<file path="src/kpc_pkg.sv">
// Shared constants and types of the keypad companion command block
package kpc_pkg;

  // Timing
  localparam int          CLK_NS       = 10;
  localparam int          ACT_UNIT_NS  = 4000000;
  localparam int          ACT_UNIT_CYC = ACT_UNIT_NS / CLK_NS;
  localparam logic [7:0]  ACT_DEF      = 8'h7D;

  // Command codes
  localparam logic [7:0]  CMD_ID       = 8'h80;
  localparam logic [7:0]  CMD_CFG      = 8'h81;
  localparam logic [7:0]  CMD_INT      = 8'h82;
  localparam logic [7:0]  CMD_RST      = 8'h83;
  localparam logic [7:0]  CMD_PULL     = 8'h84;
  localparam logic [7:0]  CMD_DIR_WR   = 8'h85;
  localparam logic [7:0]  CMD_STATE_WR = 8'h86;
  localparam logic [7:0]  CMD_DIR_RD   = 8'h87;
  localparam logic [7:0]  CMD_STATE_RD = 8'h88;
  localparam logic [7:0]  CMD_QUEUE    = 8'h89;
  localparam logic [7:0]  CMD_REPEAT   = 8'h8A;
  localparam logic [7:0]  CMD_ACTIVE   = 8'h8B;
  localparam logic [7:0]  CMD_ERR      = 8'h8C;
  localparam logic [7:0]  RESET_KEY    = 8'hAA;

  // Configuration register
  localparam logic [7:0]  CFG_DEF      = 8'h80;
  localparam int          CFG_IRQ_PP   = 7;

  // Interrupt code bits
  localparam int          INT_KEY      = 0;
  localparam int          INT_ERR      = 3;
  localparam int          INT_AWAITING_INITIALISATION_FLAG   = 4;
  localparam logic [7:0]  INT_PWM_MASK = 8'hE0;

  // Error code bits
  localparam int          ERR_BAD_PARAMETER_FLAG   = 0;
  localparam int          ERR_UNKNOWN_COMMAND_FLAG   = 1;
  localparam int          ERR_TOO_MANY_KEYS_FLAG   = 2;
  localparam int          ERR_QOVF     = 6;

  // Bus address and queue
  localparam logic [6:0]  ADDR_BASE    = 7'h42;
  localparam int          QUEUE_DEPTH  = 14;
  localparam logic [7:0]  MAKER_DEF    = 8'h5A;
  localparam logic [7:0]  REV_DEF      = 8'h01;

  // Register map
  localparam int          AXI_AW       = 4;
  localparam logic [3:0]  OFF_QUEUE    = 4'h0;
  localparam logic [3:0]  OFF_EVENTS   = 4'h4;
  localparam logic [3:0]  OFF_STATUS   = 4'h8;
  localparam logic [3:0]  OFF_PORTS    = 4'hC;
  localparam logic [1:0]  RESP_OKAY    = 2'h0;
  localparam logic [1:0]  RESP_SLVERR  = 2'h2;

  typedef enum logic [2:0] {
    S_IDLE  = 3'b000,
    S_ADDR  = 3'b001,
    S_AACK  = 3'b010,
    S_RX    = 3'b011,
    S_RXACK = 3'b100,
    S_LOAD  = 3'b101,
    S_TX    = 3'b110,
    S_TXACK = 3'b111
  } kpc_bus_st_t;

endpackage

</file>
<file path="src/kpc_link_if.sv">
// Link between the two-wire engine and the command interpreter
`timescale 1ns/1ns
interface kpc_link_if;
  logic       start;
  logic       stop;
  logic       act;
  logic       hit;
  logic       rw;
  logic       rx_vld;
  logic [7:0] rx_byte;
  logic       tx_req;
  logic       tx_rdy;
  logic [7:0] tx_byte;
  logic       tx_done;
  logic       ack_en;
  modport eng (output start, stop, act, hit, rw, rx_vld, rx_byte, tx_req, tx_done,
               input tx_rdy, tx_byte, ack_en);
  modport cmd (input start, stop, act, hit, rw, rx_vld, rx_byte, tx_req, tx_done,
               output tx_rdy, tx_byte, ack_en);
endinterface

</file>
<file path="src/kpc_i2c_slave.sv">
// Two-wire slave engine: bit timing, address match, acknowledge, stretch
`timescale 1ns/1ns
module kpc_i2c_slave
  import kpc_pkg::*;
(
  input  logic       aclk,
  input  logic       aresetn,
  input  logic       scl_i,
  input  logic       sda_i,
  input  logic [6:0] addr,
  output logic       scl_oe,
  output logic       sda_oe,
  kpc_link_if.eng    lk
);

  logic        scl_m_q, scl_s_q, scl_p_q;
  logic        sda_m_q, sda_s_q, sda_p_q;
  logic [2:0]  cnt_q;
  logic        full_q;
  logic        ack_q;
  logic [7:0]  sh_q;
  kpc_bus_st_t st_q;

  wire scl_rise = scl_s_q & ~scl_p_q;
  wire scl_fall = ~scl_s_q & scl_p_q;
  wire start_w  = scl_s_q & scl_p_q & sda_p_q & ~sda_s_q;
  wire stop_w   = scl_s_q & scl_p_q & ~sda_p_q & sda_s_q;
  wire match_w  = (sh_q[7:1] == addr) & lk.ack_en;

  assign lk.start   = start_w;
  assign lk.stop    = stop_w;
  assign lk.act     = (scl_s_q ^ scl_p_q) | (sda_s_q ^ sda_p_q);
  assign lk.hit     = (st_q == S_ADDR) & scl_fall & full_q & match_w;
  assign lk.rw      = sh_q[0];
  assign lk.rx_vld  = (st_q == S_RX) & scl_fall & full_q;
  assign lk.rx_byte = sh_q;
  assign lk.tx_req  = ((st_q == S_AACK) & scl_fall & sh_q[0]) | ((st_q == S_TXACK) & scl_fall & ack_q);
  assign lk.tx_done = (st_q == S_TXACK) & scl_rise;

  // Pins are asynchronous, so two stages before any use
  always_ff @(posedge aclk)
  begin
    scl_m_q <= scl_i;
    scl_s_q <= scl_m_q;
    scl_p_q <= scl_s_q;
    sda_m_q <= sda_i;
    sda_s_q <= sda_m_q;
    sda_p_q <= sda_s_q;
  end

  always_ff @(posedge aclk)
  begin
    if (!aresetn)
    begin
      st_q   <= S_IDLE;
      cnt_q  <= 3'h0;
      full_q <= 1'b0;
      ack_q  <= 1'b0;
      sh_q   <= 8'h00;
      scl_oe <= 1'b0;
      sda_oe <= 1'b0;
    end
    else if (start_w)
    begin
      st_q   <= S_ADDR;
      cnt_q  <= 3'h0;
      full_q <= 1'b0;
      scl_oe <= 1'b0;
      sda_oe <= 1'b0;
    end
    else if (stop_w)
    begin
      st_q   <= S_IDLE;
      scl_oe <= 1'b0;
      sda_oe <= 1'b0;
    end
    else
    begin
      case (st_q)
        S_ADDR, S_RX:
        begin
          if (scl_rise)
          begin
            sh_q   <= {sh_q[6:0], sda_s_q};
            cnt_q  <= cnt_q + 3'h1;
            full_q <= (cnt_q == 3'h7);
          end
          else if (scl_fall && full_q)
          begin
            full_q <= 1'b0;
            if (st_q == S_RX)
            begin
              st_q   <= S_RXACK;
              sda_oe <= 1'b1;
            end
            else if (match_w)
            begin
              st_q   <= S_AACK;
              sda_oe <= 1'b1;
            end
            else
              st_q <= S_IDLE;
          end
        end
        S_AACK, S_RXACK:
        begin
          if (scl_fall)
          begin
            sda_oe <= 1'b0;
            if (st_q == S_AACK && sh_q[0])
            begin
              st_q   <= S_LOAD;
              scl_oe <= 1'b1;
            end
            else
              st_q <= S_RX;
          end
        end
        S_LOAD:
        begin
          // Low phase is held until the reply byte is on hand
          if (lk.tx_rdy)
          begin
            st_q   <= S_TX;
            scl_oe <= 1'b0;
            sh_q   <= lk.tx_byte;
            sda_oe <= ~lk.tx_byte[7];
            cnt_q  <= 3'h0;
            full_q <= 1'b0;
          end
        end
        S_TX:
        begin
          if (scl_rise)
          begin
            cnt_q  <= cnt_q + 3'h1;
            full_q <= (cnt_q == 3'h7);
          end
          else if (scl_fall)
          begin
            if (full_q)
            begin
              st_q   <= S_TXACK;
              full_q <= 1'b0;
              sda_oe <= 1'b0;
            end
            else
            begin
              sh_q   <= {sh_q[6:0], 1'b0};
              sda_oe <= ~sh_q[6];
            end
          end
        end
        S_TXACK:
        begin
          if (scl_rise)
            ack_q <= ~sda_s_q;
          else if (scl_fall)
          begin
            if (ack_q)
            begin
              st_q   <= S_LOAD;
              scl_oe <= 1'b1;
            end
            else
              st_q <= S_IDLE;
          end
        end
        default:
          st_q <= S_IDLE;
      endcase
    end
  end

endmodule

</file>
<file path="src/kpc_cmd_top.sv">
// Command interpreter of the keypad companion with its register slave
//
// Overview of operation
// - Bus activity in halt wakes the device; the first address goes unacknowledged.
// - Device acknowledges by holding data low during the following clock high phase.
// - Device may stretch the clock low while busy; host waits for release.
// - Identification read returns maker code, then revision number.
// - Configuration write loads one data byte into the configuration register.
// - Interrupt code read returns the code, clears it, releases service request.
// - Awaiting-initialisation flag survives that read until a configuration write arrives.
// - Soft reset only with the key byte; any other byte is an error.
// - Pull write: two bytes, per pin 0 pullup, 1 pulldown.
// - Direction write: two bytes, per pin 0 input, 1 output.
// - State write: two bytes, weak pullup for inputs, level for outputs.
// - Direction read returns two bytes of pin directions.
// - State read returns two bytes of current pin states.
// - Queue read returns stored event codes and advances; fourteen codes at most.
// - Repeat read returns the previous codes without advancing the queue.
// - Active time write takes n from 1 to 255; n times 4 ms, default 500 ms.
// - Error code read returns the code and then clears it.
// - Interrupt code: key 0, error 3, awaiting init 4, script ends 5 to 7.
// - Error code: bad parameter 0, unknown 1, too many keys 2, overflow 6.
// - Two sampled pins select addresses 0x42 to 0x45; open pins give 0x45.
`timescale 1ns/1ns
module kpc_cmd_top
  import kpc_pkg::*;
#(
  parameter int         TICK_CYCLES = ACT_UNIT_CYC,
  parameter int         Q_DEPTH     = QUEUE_DEPTH,
  parameter logic [7:0] MAKER_CODE  = MAKER_DEF,  // arbitrary value
  parameter logic [7:0] REV_CODE    = REV_DEF     // arbitrary value
)(
  input  logic              aclk,
  input  logic              aresetn,
  input  logic [AXI_AW-1:0] awaddr,
  input  logic              awvalid,
  output logic              awready,
  input  logic [31:0]       wdata,
  input  logic [3:0]        wstrb,
  input  logic              wvalid,
  output logic              wready,
  output logic [1:0]        bresp,
  output logic              bvalid,
  input  logic              bready,
  input  logic [AXI_AW-1:0] araddr,
  input  logic              arvalid,
  output logic              arready,
  output logic [31:0]       rdata,
  output logic [1:0]        rresp,
  output logic              rvalid,
  input  logic              rready,
  input  logic              scl_i,
  output logic              scl_o,
  output logic              scl_oe,
  input  logic              sda_i,
  output logic              sda_o,
  output logic              sda_oe,
  input  logic [1:0]        addr_sel,
  input  logic [15:0]       gpio_in,
  output logic [15:0]       gpio_dir,
  output logic [15:0]       gpio_level,
  output logic [15:0]       gpio_pull_dn,
  output logic              irq_n_o,
  output logic              irq_oe,
  output logic              halted
);

  localparam int TW = $clog2(TICK_CYCLES + 1);

  kpc_link_if lk ();

  logic [1:0]        sel_m_q, sel_s_q;
  logic [15:0]       gin_m_q, gin_s_q;
  logic [7:0]        cmd_q, cfg_q, act_q, int_q, err_q, tx_byte_q;
  logic              first_q, tx_rdy_q, soft_rst_q, block_q;
  logic [1:0]        idx_q;
  logic [3:0]        rd_idx_q;
  logic [TW-1:0]     tick_q;
  logic [7:0]        act_cnt_q;
  logic [7:0]        q_mem [Q_DEPTH];
  logic [3:0]        head_q, cnt_q, prev_head_q, prev_n_q;
  logic              awrdy_q, wrdy_q, bvalid_q, arrdy_q, rvalid_q;
  logic [AXI_AW-1:0] aw_addr_q;
  logic [31:0]       wdata_q, rdata_q;
  logic [3:0]        wstrb_q;
  logic [1:0]        bresp_q, rresp_q;
  logic              irq_n_q, irq_oe_q;

  function automatic logic [3:0] qwrap(input logic [4:0] v);
    qwrap = (v >= 5'(Q_DEPTH)) ? 4'(v - 5'(Q_DEPTH)) : v[3:0];
  endfunction

  kpc_i2c_slave u_eng (
    .aclk    (aclk),
    .aresetn (aresetn),
    .scl_i   (scl_i),
    .sda_i   (sda_i),
    .addr    (ADDR_BASE + {5'h00, sel_s_q}),
    .scl_oe  (scl_oe),
    .sda_oe  (sda_oe),
    .lk      (lk)
  );

  assign scl_o   = 1'b0;
  assign sda_o   = 1'b0;
  assign awready = awrdy_q;
  assign wready  = wrdy_q;
  assign bvalid  = bvalid_q;
  assign bresp   = bresp_q;
  assign arready = arrdy_q;
  assign rvalid  = rvalid_q;
  assign rdata   = rdata_q;
  assign rresp   = rresp_q;
  assign irq_n_o = irq_n_q;
  assign irq_oe  = irq_oe_q;

  // Host byte decode
  wire rst_all  = ~aresetn | soft_rst_q;
  wire rx_cmd   = lk.rx_vld & first_q;
  wire rx_dat   = lk.rx_vld & ~first_q;
  wire cmd_ok   = (lk.rx_byte >= CMD_ID) && (lk.rx_byte <= CMD_ERR);
  wire unk_w    = rx_cmd & ~cmd_ok;
  wire cfg_wr   = rx_dat & (cmd_q == CMD_CFG);
  wire rst_wr   = rx_dat & (cmd_q == CMD_RST);
  wire rst_good = rst_wr & (lk.rx_byte == RESET_KEY);
  wire act_wr   = rx_dat & (cmd_q == CMD_ACTIVE);
  wire bad_w    = (rst_wr & ~rst_good) | (act_wr & (lk.rx_byte == 8'h00));
  wire port_wr  = rx_dat & (idx_q < 2'h2);
  wire int_done = lk.tx_done & (cmd_q == CMD_INT);
  wire err_done = lk.tx_done & (cmd_q == CMD_ERR);
  wire pop_w    = lk.tx_done & (cmd_q == CMD_QUEUE) & (cnt_q != 4'h0);

  // Register slave decode
  wire wr_go    = ~awrdy_q & ~wrdy_q & ~bvalid_q;
  wire w_queue  = wr_go & (aw_addr_q == OFF_QUEUE) & wstrb_q[0];
  wire w_events = wr_go & (aw_addr_q == OFF_EVENTS) & wstrb_q[0];
  wire w_map    = (aw_addr_q == OFF_QUEUE) | (aw_addr_q == OFF_EVENTS);
  wire push_w   = w_queue & ((cnt_q != 4'(Q_DEPTH)) | pop_w);
  wire ovf_w    = w_queue & ~push_w;
  wire too_many_keys_flag_w = w_events & wdata_q[ERR_TOO_MANY_KEYS_FLAG];

  // Interrupt and error codes
  wire [7:0] err_set = ({7'h00, bad_w} << ERR_BAD_PARAMETER_FLAG) | ({7'h00, unk_w} << ERR_UNKNOWN_COMMAND_FLAG)
                     | ({7'h00, too_many_keys_flag_w} << ERR_TOO_MANY_KEYS_FLAG) | ({7'h00, ovf_w} << ERR_QOVF);
  wire [7:0] int_set = ({7'h00, push_w} << INT_KEY) | ({7'h00, |err_set} << INT_ERR)
                     | (w_events ? (wdata_q[7:0] & INT_PWM_MASK) : 8'h00);
  wire [7:0] awaiting_initialisation_flag_m = 8'h01 << INT_AWAITING_INITIALISATION_FLAG;
  wire [7:0] int_clr  = (int_done ? ~awaiting_initialisation_flag_m : 8'h00) | (cfg_wr ? awaiting_initialisation_flag_m : 8'h00);
  wire [7:0] int_d    = (int_q & ~int_clr) | int_set;

  // Reply byte selection
  wire [7:0] q_head  = (cnt_q != 4'h0) ? q_mem[head_q] : 8'h00;
  wire [7:0] q_rep   = (rd_idx_q < prev_n_q) ? q_mem[qwrap({1'b0, prev_head_q} + {1'b0, rd_idx_q})] : 8'h00;
  wire       hi_w    = rd_idx_q[0];
  wire [7:0] rd_byte =
      (cmd_q == CMD_ID)       ? (hi_w ? REV_CODE : MAKER_CODE) :
      (cmd_q == CMD_INT)      ? int_q :
      (cmd_q == CMD_DIR_RD)   ? (hi_w ? gpio_dir[15:8] : gpio_dir[7:0]) :
      (cmd_q == CMD_STATE_RD) ? (hi_w ? gin_s_q[15:8] : gin_s_q[7:0]) :
      (cmd_q == CMD_QUEUE)    ? q_head :
      (cmd_q == CMD_REPEAT)   ? q_rep :
      (cmd_q == CMD_ERR)      ? err_q : 8'h00;

  assign lk.tx_byte = tx_byte_q;
  assign lk.tx_rdy  = tx_rdy_q;
  assign lk.ack_en  = ~halted & ~block_q;

  always_ff @(posedge aclk)
  begin
    sel_m_q <= addr_sel;
    sel_s_q <= sel_m_q;
    gin_m_q <= gpio_in;
    gin_s_q <= gin_m_q;
  end

  // Transfer tracking
  always_ff @(posedge aclk)
  begin
    if (rst_all)
    begin
      cmd_q      <= 8'h00;
      first_q    <= 1'b0;
      idx_q      <= 2'h0;
      rd_idx_q   <= 4'h0;
      tx_byte_q  <= 8'h00;
      tx_rdy_q   <= 1'b0;
      soft_rst_q <= 1'b0;
    end
    else
    begin
      tx_rdy_q   <= lk.tx_req;
      soft_rst_q <= rst_good;
      if (lk.hit)
      begin
        first_q  <= ~lk.rw;
        idx_q    <= 2'h0;
        rd_idx_q <= 4'h0;
      end
      else if (rx_cmd)
      begin
        cmd_q   <= lk.rx_byte;
        first_q <= 1'b0;
      end
      else if (rx_dat && idx_q != 2'h3)
        idx_q <= idx_q + 2'h1;
      if (lk.tx_req)
        tx_byte_q <= rd_byte;
      if (lk.tx_done)
        rd_idx_q <= rd_idx_q + 4'h1;
    end
  end

  // Configuration and port registers
  always_ff @(posedge aclk)
  begin
    if (rst_all)
    begin
      cfg_q        <= CFG_DEF;
      act_q        <= ACT_DEF;
      gpio_dir     <= 16'h0000;
      gpio_level   <= 16'h0000;
      gpio_pull_dn <= 16'h0000;
    end
    else
    begin
      if (cfg_wr)
        cfg_q <= lk.rx_byte;
      if (act_wr && lk.rx_byte != 8'h00)
        act_q <= lk.rx_byte;
      if (port_wr && cmd_q == CMD_PULL)
        gpio_pull_dn[idx_q[0]*8 +: 8] <= lk.rx_byte;
      if (port_wr && cmd_q == CMD_DIR_WR)
        gpio_dir[idx_q[0]*8 +: 8] <= lk.rx_byte;
      if (port_wr && cmd_q == CMD_STATE_WR)
        gpio_level[idx_q[0]*8 +: 8] <= lk.rx_byte;
    end
  end

  // Codes and service request; a new event wins over a clear
  always_ff @(posedge aclk)
  begin
    if (rst_all)
    begin
      int_q    <= awaiting_initialisation_flag_m;
      err_q    <= 8'h00;
      irq_n_q  <= 1'b1;
      irq_oe_q <= 1'b0;
    end
    else
    begin
      int_q    <= int_d;
      err_q    <= (err_q & ~{8{err_done}}) | err_set;
      irq_n_q  <= ~(|int_q);
      irq_oe_q <= cfg_q[CFG_IRQ_PP] | (|int_q);
    end
  end

  // Event queue; pops are taken as each code is clocked out
  always_ff @(posedge aclk)
  begin
    if (rst_all)
    begin
      head_q      <= 4'h0;
      cnt_q       <= 4'h0;
      prev_head_q <= 4'h0;
      prev_n_q    <= 4'h0;
    end
    else
    begin
      if (push_w)
        q_mem[qwrap({1'b0, head_q} + {1'b0, cnt_q})] <= wdata_q[7:0];
      if (pop_w)
        head_q <= qwrap({1'b0, head_q} + 5'h01);
      cnt_q <= cnt_q + {3'h0, push_w} - {3'h0, pop_w};
      if (lk.tx_req && cmd_q == CMD_QUEUE && rd_idx_q == 4'h0)
      begin
        prev_head_q <= head_q;
        prev_n_q    <= 4'h0;
      end
      else if (pop_w)
        prev_n_q <= prev_n_q + 4'h1;
    end
  end

  // Active time and halt; the divider stops with the internal clock
  always_ff @(posedge aclk)
  begin
    if (!aresetn)
    begin
      halted    <= 1'b0;
      block_q   <= 1'b0;
      tick_q    <= '0;
      act_cnt_q <= ACT_DEF;
    end
    else if (lk.act)
    begin
      halted    <= 1'b0;
      tick_q    <= '0;
      act_cnt_q <= act_q;
      if (halted)
        block_q <= 1'b1;
      else if (lk.stop)
        block_q <= 1'b0;
    end
    else if (!halted)
    begin
      if (tick_q == TW'(TICK_CYCLES - 1))
      begin
        tick_q    <= '0;
        act_cnt_q <= act_cnt_q - 8'h01;
        if (act_cnt_q == 8'h01)
          halted <= 1'b1;
      end
      else
        tick_q <= tick_q + TW'(1);
    end
  end

  // Register slave: address and data are taken in either order
  always_ff @(posedge aclk)
  begin
    if (!aresetn)
    begin
      awrdy_q   <= 1'b1;
      wrdy_q    <= 1'b1;
      bvalid_q  <= 1'b0;
      bresp_q   <= RESP_OKAY;
      aw_addr_q <= '0;
      wdata_q   <= 32'h0000_0000;
      wstrb_q   <= 4'h0;
    end
    else
    begin
      if (awvalid && awrdy_q)
      begin
        awrdy_q   <= 1'b0;
        aw_addr_q <= awaddr;
      end
      if (wvalid && wrdy_q)
      begin
        wrdy_q  <= 1'b0;
        wdata_q <= wdata;
        wstrb_q <= wstrb;
      end
      if (wr_go)
      begin
        bvalid_q <= 1'b1;
        bresp_q  <= w_map ? RESP_OKAY : RESP_SLVERR;
      end
      else if (bvalid_q && bready)
      begin
        bvalid_q <= 1'b0;
        awrdy_q  <= 1'b1;
        wrdy_q   <= 1'b1;
      end
    end
  end

  wire [31:0] rd_map =
      (araddr == OFF_QUEUE)  ? {28'h0, cnt_q} :
      (araddr == OFF_EVENTS) ? {16'h0, gpio_pull_dn} :
      (araddr == OFF_STATUS) ? {act_q, 7'h00, halted, err_q, int_q} :
      (araddr == OFF_PORTS)  ? {gpio_level, gpio_dir} : 32'h0000_0000;

  always_ff @(posedge aclk)
  begin
    if (!aresetn)
    begin
      arrdy_q  <= 1'b1;
      rvalid_q <= 1'b0;
      rdata_q  <= 32'h0000_0000;
      rresp_q  <= RESP_OKAY;
    end
    else if (arvalid && arrdy_q)
    begin
      arrdy_q  <= 1'b0;
      rvalid_q <= 1'b1;
      rdata_q  <= rd_map;
      rresp_q  <= (araddr[1:0] == 2'h0) ? RESP_OKAY : RESP_SLVERR;
    end
    else if (rvalid_q && rready)
    begin
      rvalid_q <= 1'b0;
      arrdy_q  <= 1'b1;
    end
  end
endmodule

</file>
<file path="config.mk">
export PLATFORM = sky130hd
export DESIGN_NAME = kpc_cmd_top
export DESIGN_NICKNAME = d
export VERILOG_FILES = /design/src/kpc_pkg.sv /design/src/kpc_link_if.sv /design/src/kpc_i2c_slave.sv /design/src/kpc_cmd_top.sv
export SDC_FILE = /design/constraint.sdc
export NUM_CORES = 1
export LEC_CHECK = 0
export ABC_AREA = 1
export BUFFER_PORTS_ARGS = -buffer_cell sky130_fd_sc_hd__buf_2
export CORE_MARGIN = 1.5
export CORE_UTILIZATION = 35
export CTS_BUF_LIST = sky130_fd_sc_hd__clkbuf_2 sky130_fd_sc_hd__clkbuf_4 sky130_fd_sc_hd__clkbuf_8
export DETAILED_ROUTE_END_ITERATION = 10
export GPL_TIMING_DRIVEN = 0
export PLACE_DENSITY = 0.55
export SETUP_SLACK_MARGIN = 0.2
export SLEW_MARGIN = 40
export SYNTH_ARGS = -nofsm -noshare
export SYNTH_HDL_FRONTEND = slang
export SYNTH_SLANG_ARGS = --single-unit
</file>
<file path="constraint.sdc">
create_clock -name aclk -period 5.25 [get_ports aclk]
set_clock_uncertainty 0.1 [all_clocks]
set_input_delay 1.05 -clock aclk [delete_from_list [all_inputs] [get_ports aclk]]
set_output_delay 1.05 -clock aclk [all_outputs]
set_load 0.01 [all_outputs]
</file>
* Word-level counts from Yosys, hierarchy flattened
Memory sizes are Yosys's and may differ from the RTL's. A register that Yosys moved wholly into a read port is not among the register bits.
Cells that the tools add are included.
** Storage, ports and cells
- Bits of input ports :: 71
- Memories :: 1
- Flip-flop bits (word level) :: 266
- Output and inout bits :: 96
- Bits in writable memories :: 112
** Operators by class
- Reductions and logical operators :: 54
- Add/subtract/negate cells :: 16
- $lt $le $gt $ge :: 7
- Shift operators :: 2
- Muxes and demuxes :: 103
- Bitwise operators :: 85
- Eq/ne operators :: 58
** Memories
- q_mem :: words 14, width 8, rd ports 2, clocked after Yosys merged registers in 1, write ports 1, line kpc_cmd_top.sv:80 : logic [7:0] q_mem [Q_DEPTH];
** Operators by type and width (number)
- $mux W8 :: 21
- $mux W32 :: 4
- $eq A8 B8 Y1 const B :: 14
- $bwmux W16 :: 3
- $and A1 B1 Y1 :: 42
- $mux W1 :: 42
- $mux W3 :: 14
- $neg A4 Y34 :: 1
- $shift A8 B34 Y16 const A :: 1
- $shiftx A8 B34 Y16 :: 1
- $mux W4 :: 7
- $pmux W8 S3 :: 1
- $not A1 Y1 :: 22
- $ne A2 B1 Y1 const B :: 10
- $ne A4 B3 Y1 const B :: 5
- $ne A4 B4 Y1 const B :: 5
- $add A19 B1 Y19 const B :: 1
- $eq A19 B19 Y1 const B :: 1
- $mux W19 :: 1
- $reduce_and A9 Y1 :: 2
- $and A8 B8 Y8 :: 2
- $not A8 Y8 :: 2
- $reduce_and A8 Y1 :: 2
- $reduce_or A8 Y1 :: 2
- other kinds (55) :: 119

* Logic depth before layout (Yosys ltp)
- Word-level depth :: 17
- Gate-level depth with buffers :: 25

* Modules after synthesis
Synthesis repeated with hierarchy kept, for this count alone.
** Second synthesis, totals
- Cell total of the unflattened synthesis :: 2192
- Area, all modules :: 17309.1 sq um
** By module, submodules not included
- kpc_cmd_top :: cells an instance 1937, instances 1, area an instance 15757.6 sq um
- kpc_i2c_slave :: cells an instance 255, instances 1, area an instance 1551.5 sq um

* Worst setup path after synthesis
OpenSTA, ideal clock, no wires.
- Path type :: reg2reg
- Start point :: reg head_q[0]
- End point :: mem q_mem[8][0], enable pin
- Buffers on the path :: 0
- Cell stages (with the launch flop) :: 11
- Period minus slack after synthesis :: 2.842 ns
- Arrival :: 2.372 ns
- Slack :: 2.408 ns
- Required time :: 4.780 ns
- Library setup time :: 0.370 ns
- Cells stage by stage :: dfxtp_1 ha_1 fa_1 xor2_1 ha_1 o21bai_1 nand3_1 nand2_1 xor2_1 nand2_1 nor2_1
** Between the ends
- Word-level cells in the longest chain between the ends :: 3
** Ends and longest elaborated chain
- start: declaration :: line kpc_cmd_top.sv:81 : logic [3:0] head_q, cnt_q, prev_head_q, prev_n_q;
- start signal: assignment :: line kpc_cmd_top.sv:273 : head_q <= qwrap({1'b0, head_q} + 5'h01);
- $add A4 B4 Y5 * :: line kpc_cmd_top.sv:271 : q_mem[qwrap({1'b0, head_q} + {1'b0, cnt_q})] <= wdata_q[7:0];
- $sub A4 B4 Y4 / $ge A5 B4 Y1 (equally long branches) :: line kpc_cmd_top.sv:90 : qwrap = (v >= 5'(Q_DEPTH)) ? 4'(v - 5'(Q_DEPTH)) : v[3:0];
- $mux W4 * :: line kpc_cmd_top.sv:90
- end: declaration :: line kpc_cmd_top.sv:80
Mark *: on every way between the ends. The rest lies on a longest branch, timed or not.

* Worst setup path after layout
- Start point :: reg rd_idx_q[0]
- End point :: reg tx_byte_q[4] (netlist: lk.tx_byte[4])
** Between the ends
- Word-level cells in the longest chain between the ends :: 11
** Ends and longest elaborated chain
- start: declaration :: line kpc_cmd_top.sv:77 : logic [3:0] rd_idx_q;
- start signal: assignment :: line kpc_cmd_top.sv:209 : rd_idx_q <= rd_idx_q + 4'h1;
- $add A4 B4 Y5 :: line kpc_cmd_top.sv:153 : wire [7:0] q_rep = (rd_idx_q < prev_n_q) ? q_mem[qwrap({1'b0, prev_head_q} + {1'b0, rd_idx_q})] : 8'h00;
- $sub A4 B4 Y4 / $ge A5 B4 Y1 (equally long branches) :: line kpc_cmd_top.sv:90
- $mux W4 :: line kpc_cmd_top.sv:90
- $mem_v2 Z14 W8
- $mux W8 :: line kpc_cmd_top.sv:153
- $mux W8 :: line kpc_cmd_top.sv:161 : (cmd_q == CMD_REPEAT) ? q_rep :
- $mux W8 :: line kpc_cmd_top.sv:160 : (cmd_q == CMD_QUEUE) ? q_head :
- $mux W8 :: line kpc_cmd_top.sv:159 : (cmd_q == CMD_STATE_RD) ? (hi_w ? gin_s_q[15:8] : gin_s_q[7:0]) :
- $mux W8 :: line kpc_cmd_top.sv:158 : (cmd_q == CMD_DIR_RD) ? (hi_w ? gpio_dir[15:8] : gpio_dir[7:0]) :
- $mux W8 :: line kpc_cmd_top.sv:157 : (cmd_q == CMD_INT) ? int_q :
- $mux W8 * :: line kpc_cmd_top.sv:156 : (cmd_q == CMD_ID) ? (hi_w ? REV_CODE : MAKER_CODE) :
- end signal: assignment :: line kpc_cmd_top.sv:207 : tx_byte_q <= rd_byte;
- end: declaration :: line kpc_cmd_top.sv:74 : logic [7:0] cmd_q, cfg_q, act_q, int_q, err_q, tx_byte_q;
Marks and branches as above.
A chain may end at the register's enable or synchronous reset.

==> run summary <==
Setup crit end kind = flip-flop
Max-slew violations = 0
Die width = 225 um
GR Util All Layers = 23.3%
Yosys reg bits = 373
Rows = 81
Initial Util = 35.4%
Final Hold Viols = 0
Critical path class = reg2reg
DR iter-0 viols = 1247
Die area = 50700 um^2
Maximum vdd drop = 0.000197 V
Final period utilization = 64.9%
Crit path capture = lk.tx_byte[4]
Gpl congestion = 0.950
Top FF cell, synth = dfxtp_1
Setup WS post-layout = 1.84 ns
Post-synth EDFFs = 112
H-tree Lvls = 3
Port Buffers = 135
Vias in the first global route = 15400
Post-synth ARST share = 0%
Die H = 225 um
Register area share after synthesis = 49.7%
Drc violations = 0
CTS Buffer Depth = 3
Drt wl/cell = 19.2 um
Postcts setup bufs = 0
I/O pins = 167
Critical path peak fanout = 10
CP startpoint = rd_idx_q[0]
First-pass GRT wire length = 89.0 mm
FF-to-FF setup slack = 1.84 ns
Mapped Area = 17300 um^2
Most common cell after layout, fill and taps aside = nand2_1
Post-cts sizing count = 0
Mapped Avg Cell Area = 8.04 um^2
Hold path start = u_eng.scl_m_q
Arr. time, crit path = 3.84 ns
Register clock-pin slew on the reported worst setup and hold paths = 0.06 ns
Least-Margin Pin Slew = 0.924 ns
Hold_ws = 0.225 ns
CP Launch Type = flip-flop
CTS Hold Bufs = 0
Status = complete, no violations
Tightest Hold Check Type = reg2reg
Layout area overhead = 17.8%
PwrDens = 332 nW/um^2
First-pass DRT Iterations = 5
Area after DPL = 18800 um^2
Root buf cell = clkbuf_8
Final setup vio count = 0
RSZ-0062 raised after global routing = false
Synth unique cells = 63
# nets final = 2466
Critical Path RT = 5.68 ns
Clk sinks = 373
Mapped Cells = 2150
Crit Reg-Reg Endpoint = lk.tx_byte[4]
Maxcap violations = 0
Area of the core = 48800 um^2
Rel. slew slack = 38.1%
Antenna violation net count after detailed routing = 0
Hpwl dp = 44.2 mm
Vias per cell = 5.13
CTS tree = yes
RR Startpoint = rd_idx_q[0]
Worst-Skew Late Latency = 0.65 ns
Leakage = 8.27 nW
Total number of vias = 15800
Most frequent cells in the layout = nand2_1, nor2_1, dfxtp_1
Largest net degree at the start of global routing = 17
Pre-CTS setup slack = 1.70 ns
Min cycle time layout = 3.41 ns
Worst Reg-to-Reg Cells = 23
Fmax achieved = 0.293 GHz
Fin Setup TNS = 0 ns
Layout cells sized above 1 = 14.9%
Initial antenna violation count = 1
Yosys warns = 0
Final wirelength = 59.2 mm
Fin area = 20400 um^2
CTS Buf Count = 69
Remaining global-route overflow = 0
[Yosys cell counts, types with 28 or more instances]
cell type | count | area [um^2]
clkbuf_1 | 65 | 244
nor2_1 | 306 | 1150
inv_1 | 239 | 897
nor3_1 | 28 | 140
a21oi_1 | 178 | 891
nand2_1 | 359 | 1350
nand3_1 | 84 | 420
o21ai_0 | 179 | 896
ha_1 | 33 | 413
o22ai_1 | 42 | 263
dfxtp_1 | 261 | 5230
edfxtp_1 | 112 | 3360
a211oi_1 | 30 | 225
[through the flow]
stage,cells,power [mW],util (%)
2_1_floorplan,2153,3.54,-
3_3_place_gp,2952,3.79,38.5
3_5_place_dp,2952,3.80,38.6
4_1_cts,3077,6.80,41.6
5_1_grt,3078,7.01,41.7
6_report,3078,6.76,41.7
[registers in the layout, summed over array words and instances (netlist names), 8 cells and up, named ones only]
register / flops
int_q: 8
err_q: 8
act_q: 8
gpio_level: 16
gpio_dir: 16
q_mem: 112
u_eng.lk.rx_byte: 8
gpio_pull_dn: 16
gin_s_q: 16
rdata: 32
tick_q: 19
wdata_q: 8
cmd_q: 8
lk.tx_byte: 8
gin_m_q: 16
act_cnt_q: 8
[worst max-delay path: stages, from the launching register on]
cell and delay, ns:
dfxtp_1 0.36, ha_1 0.25, fa_1 0.40, nand2_1 0.12, nand2_1 0.06, inv_1 0.11, ha_1 0.18, inv_1 0.06
nand2_1 0.07, nand3_2 0.11, nand2_4 0.13, nand2_2 0.06, nand2_2 0.14, buf_4 0.21, nand2_1 0.06, nand3_1 0.11
nand2_1 0.09, nand2_1 0.10, nand2_1 0.08, o211ai_1 0.14, nand2_1 0.10, nand2_1 0.07, nand2_1 0.05, a21oi_1 0.14
[where the power goes]
| group | switching (mW) | internal [mW] | total, mW |
|---|---|---|---|
| Sequential | 0.0698 | 3.05 | 3.12 |
| Combinational | 0.455 | 0.169 | 0.624 |
| Clock | 1.27 | 1.73 | 3.01 |
[metal layers]
| layer | wire (um) | share of wire [%] | GRT usage [%] | vias to the layer above |
|---|---|---|---|---|
| met3 | 3730 | 6.3 | 4.69 | 155 |
| met5 | 0 | 0 | 0 | - |
| met2 | 28500 | 48 | 39.6 | 546 |
| met4 | 2640 | 4.5 | 11.3 | 0 |
| li1 | - | - | - | 7638 |
| met1 | 24400 | 41 | 28.0 | 7446 |
[cells by family after synthesis]
logic type | count (synthesis) | share of synthesized area, %
simple gates | 837 | 20.4
compound gates | 518 | 17.3
flops | 373 | 49.7
buf+inv | 357 | 8.28
fa+ha+maj | 36 | 2.74
xor+xnor | 21 | 1.06
mux | 7 | 0.406
other cells | 1 | 0.0217
[how the worst min path moves through the flow]
stage	to	depth (start not counted)	slack, ns
after CTS	u_eng.scl_s_q	0	0.23
after global placement	sel_s_q[1]	0	0.22
final	u_eng.scl_s_q	0	0.22
after floorplan	gin_s_q[0]	0	0.21
after detailed placement	gin_s_q[1]	0	0.21
after global routing	gin_s_q[3]	0	0.24
[area by class of cell]
cell class	instances	area, um^2
buffer	98	459
clock inverter	20	165
inverter	259	972
timing repair buffer	135	676
sequential	373	8590
multi-input combinational	1423	7320
clock buffer	105	1340
antenna	1	2.50
tap	664	831
fill	5072	28500
No activity file was read; power rests on OpenSTA's default activity.
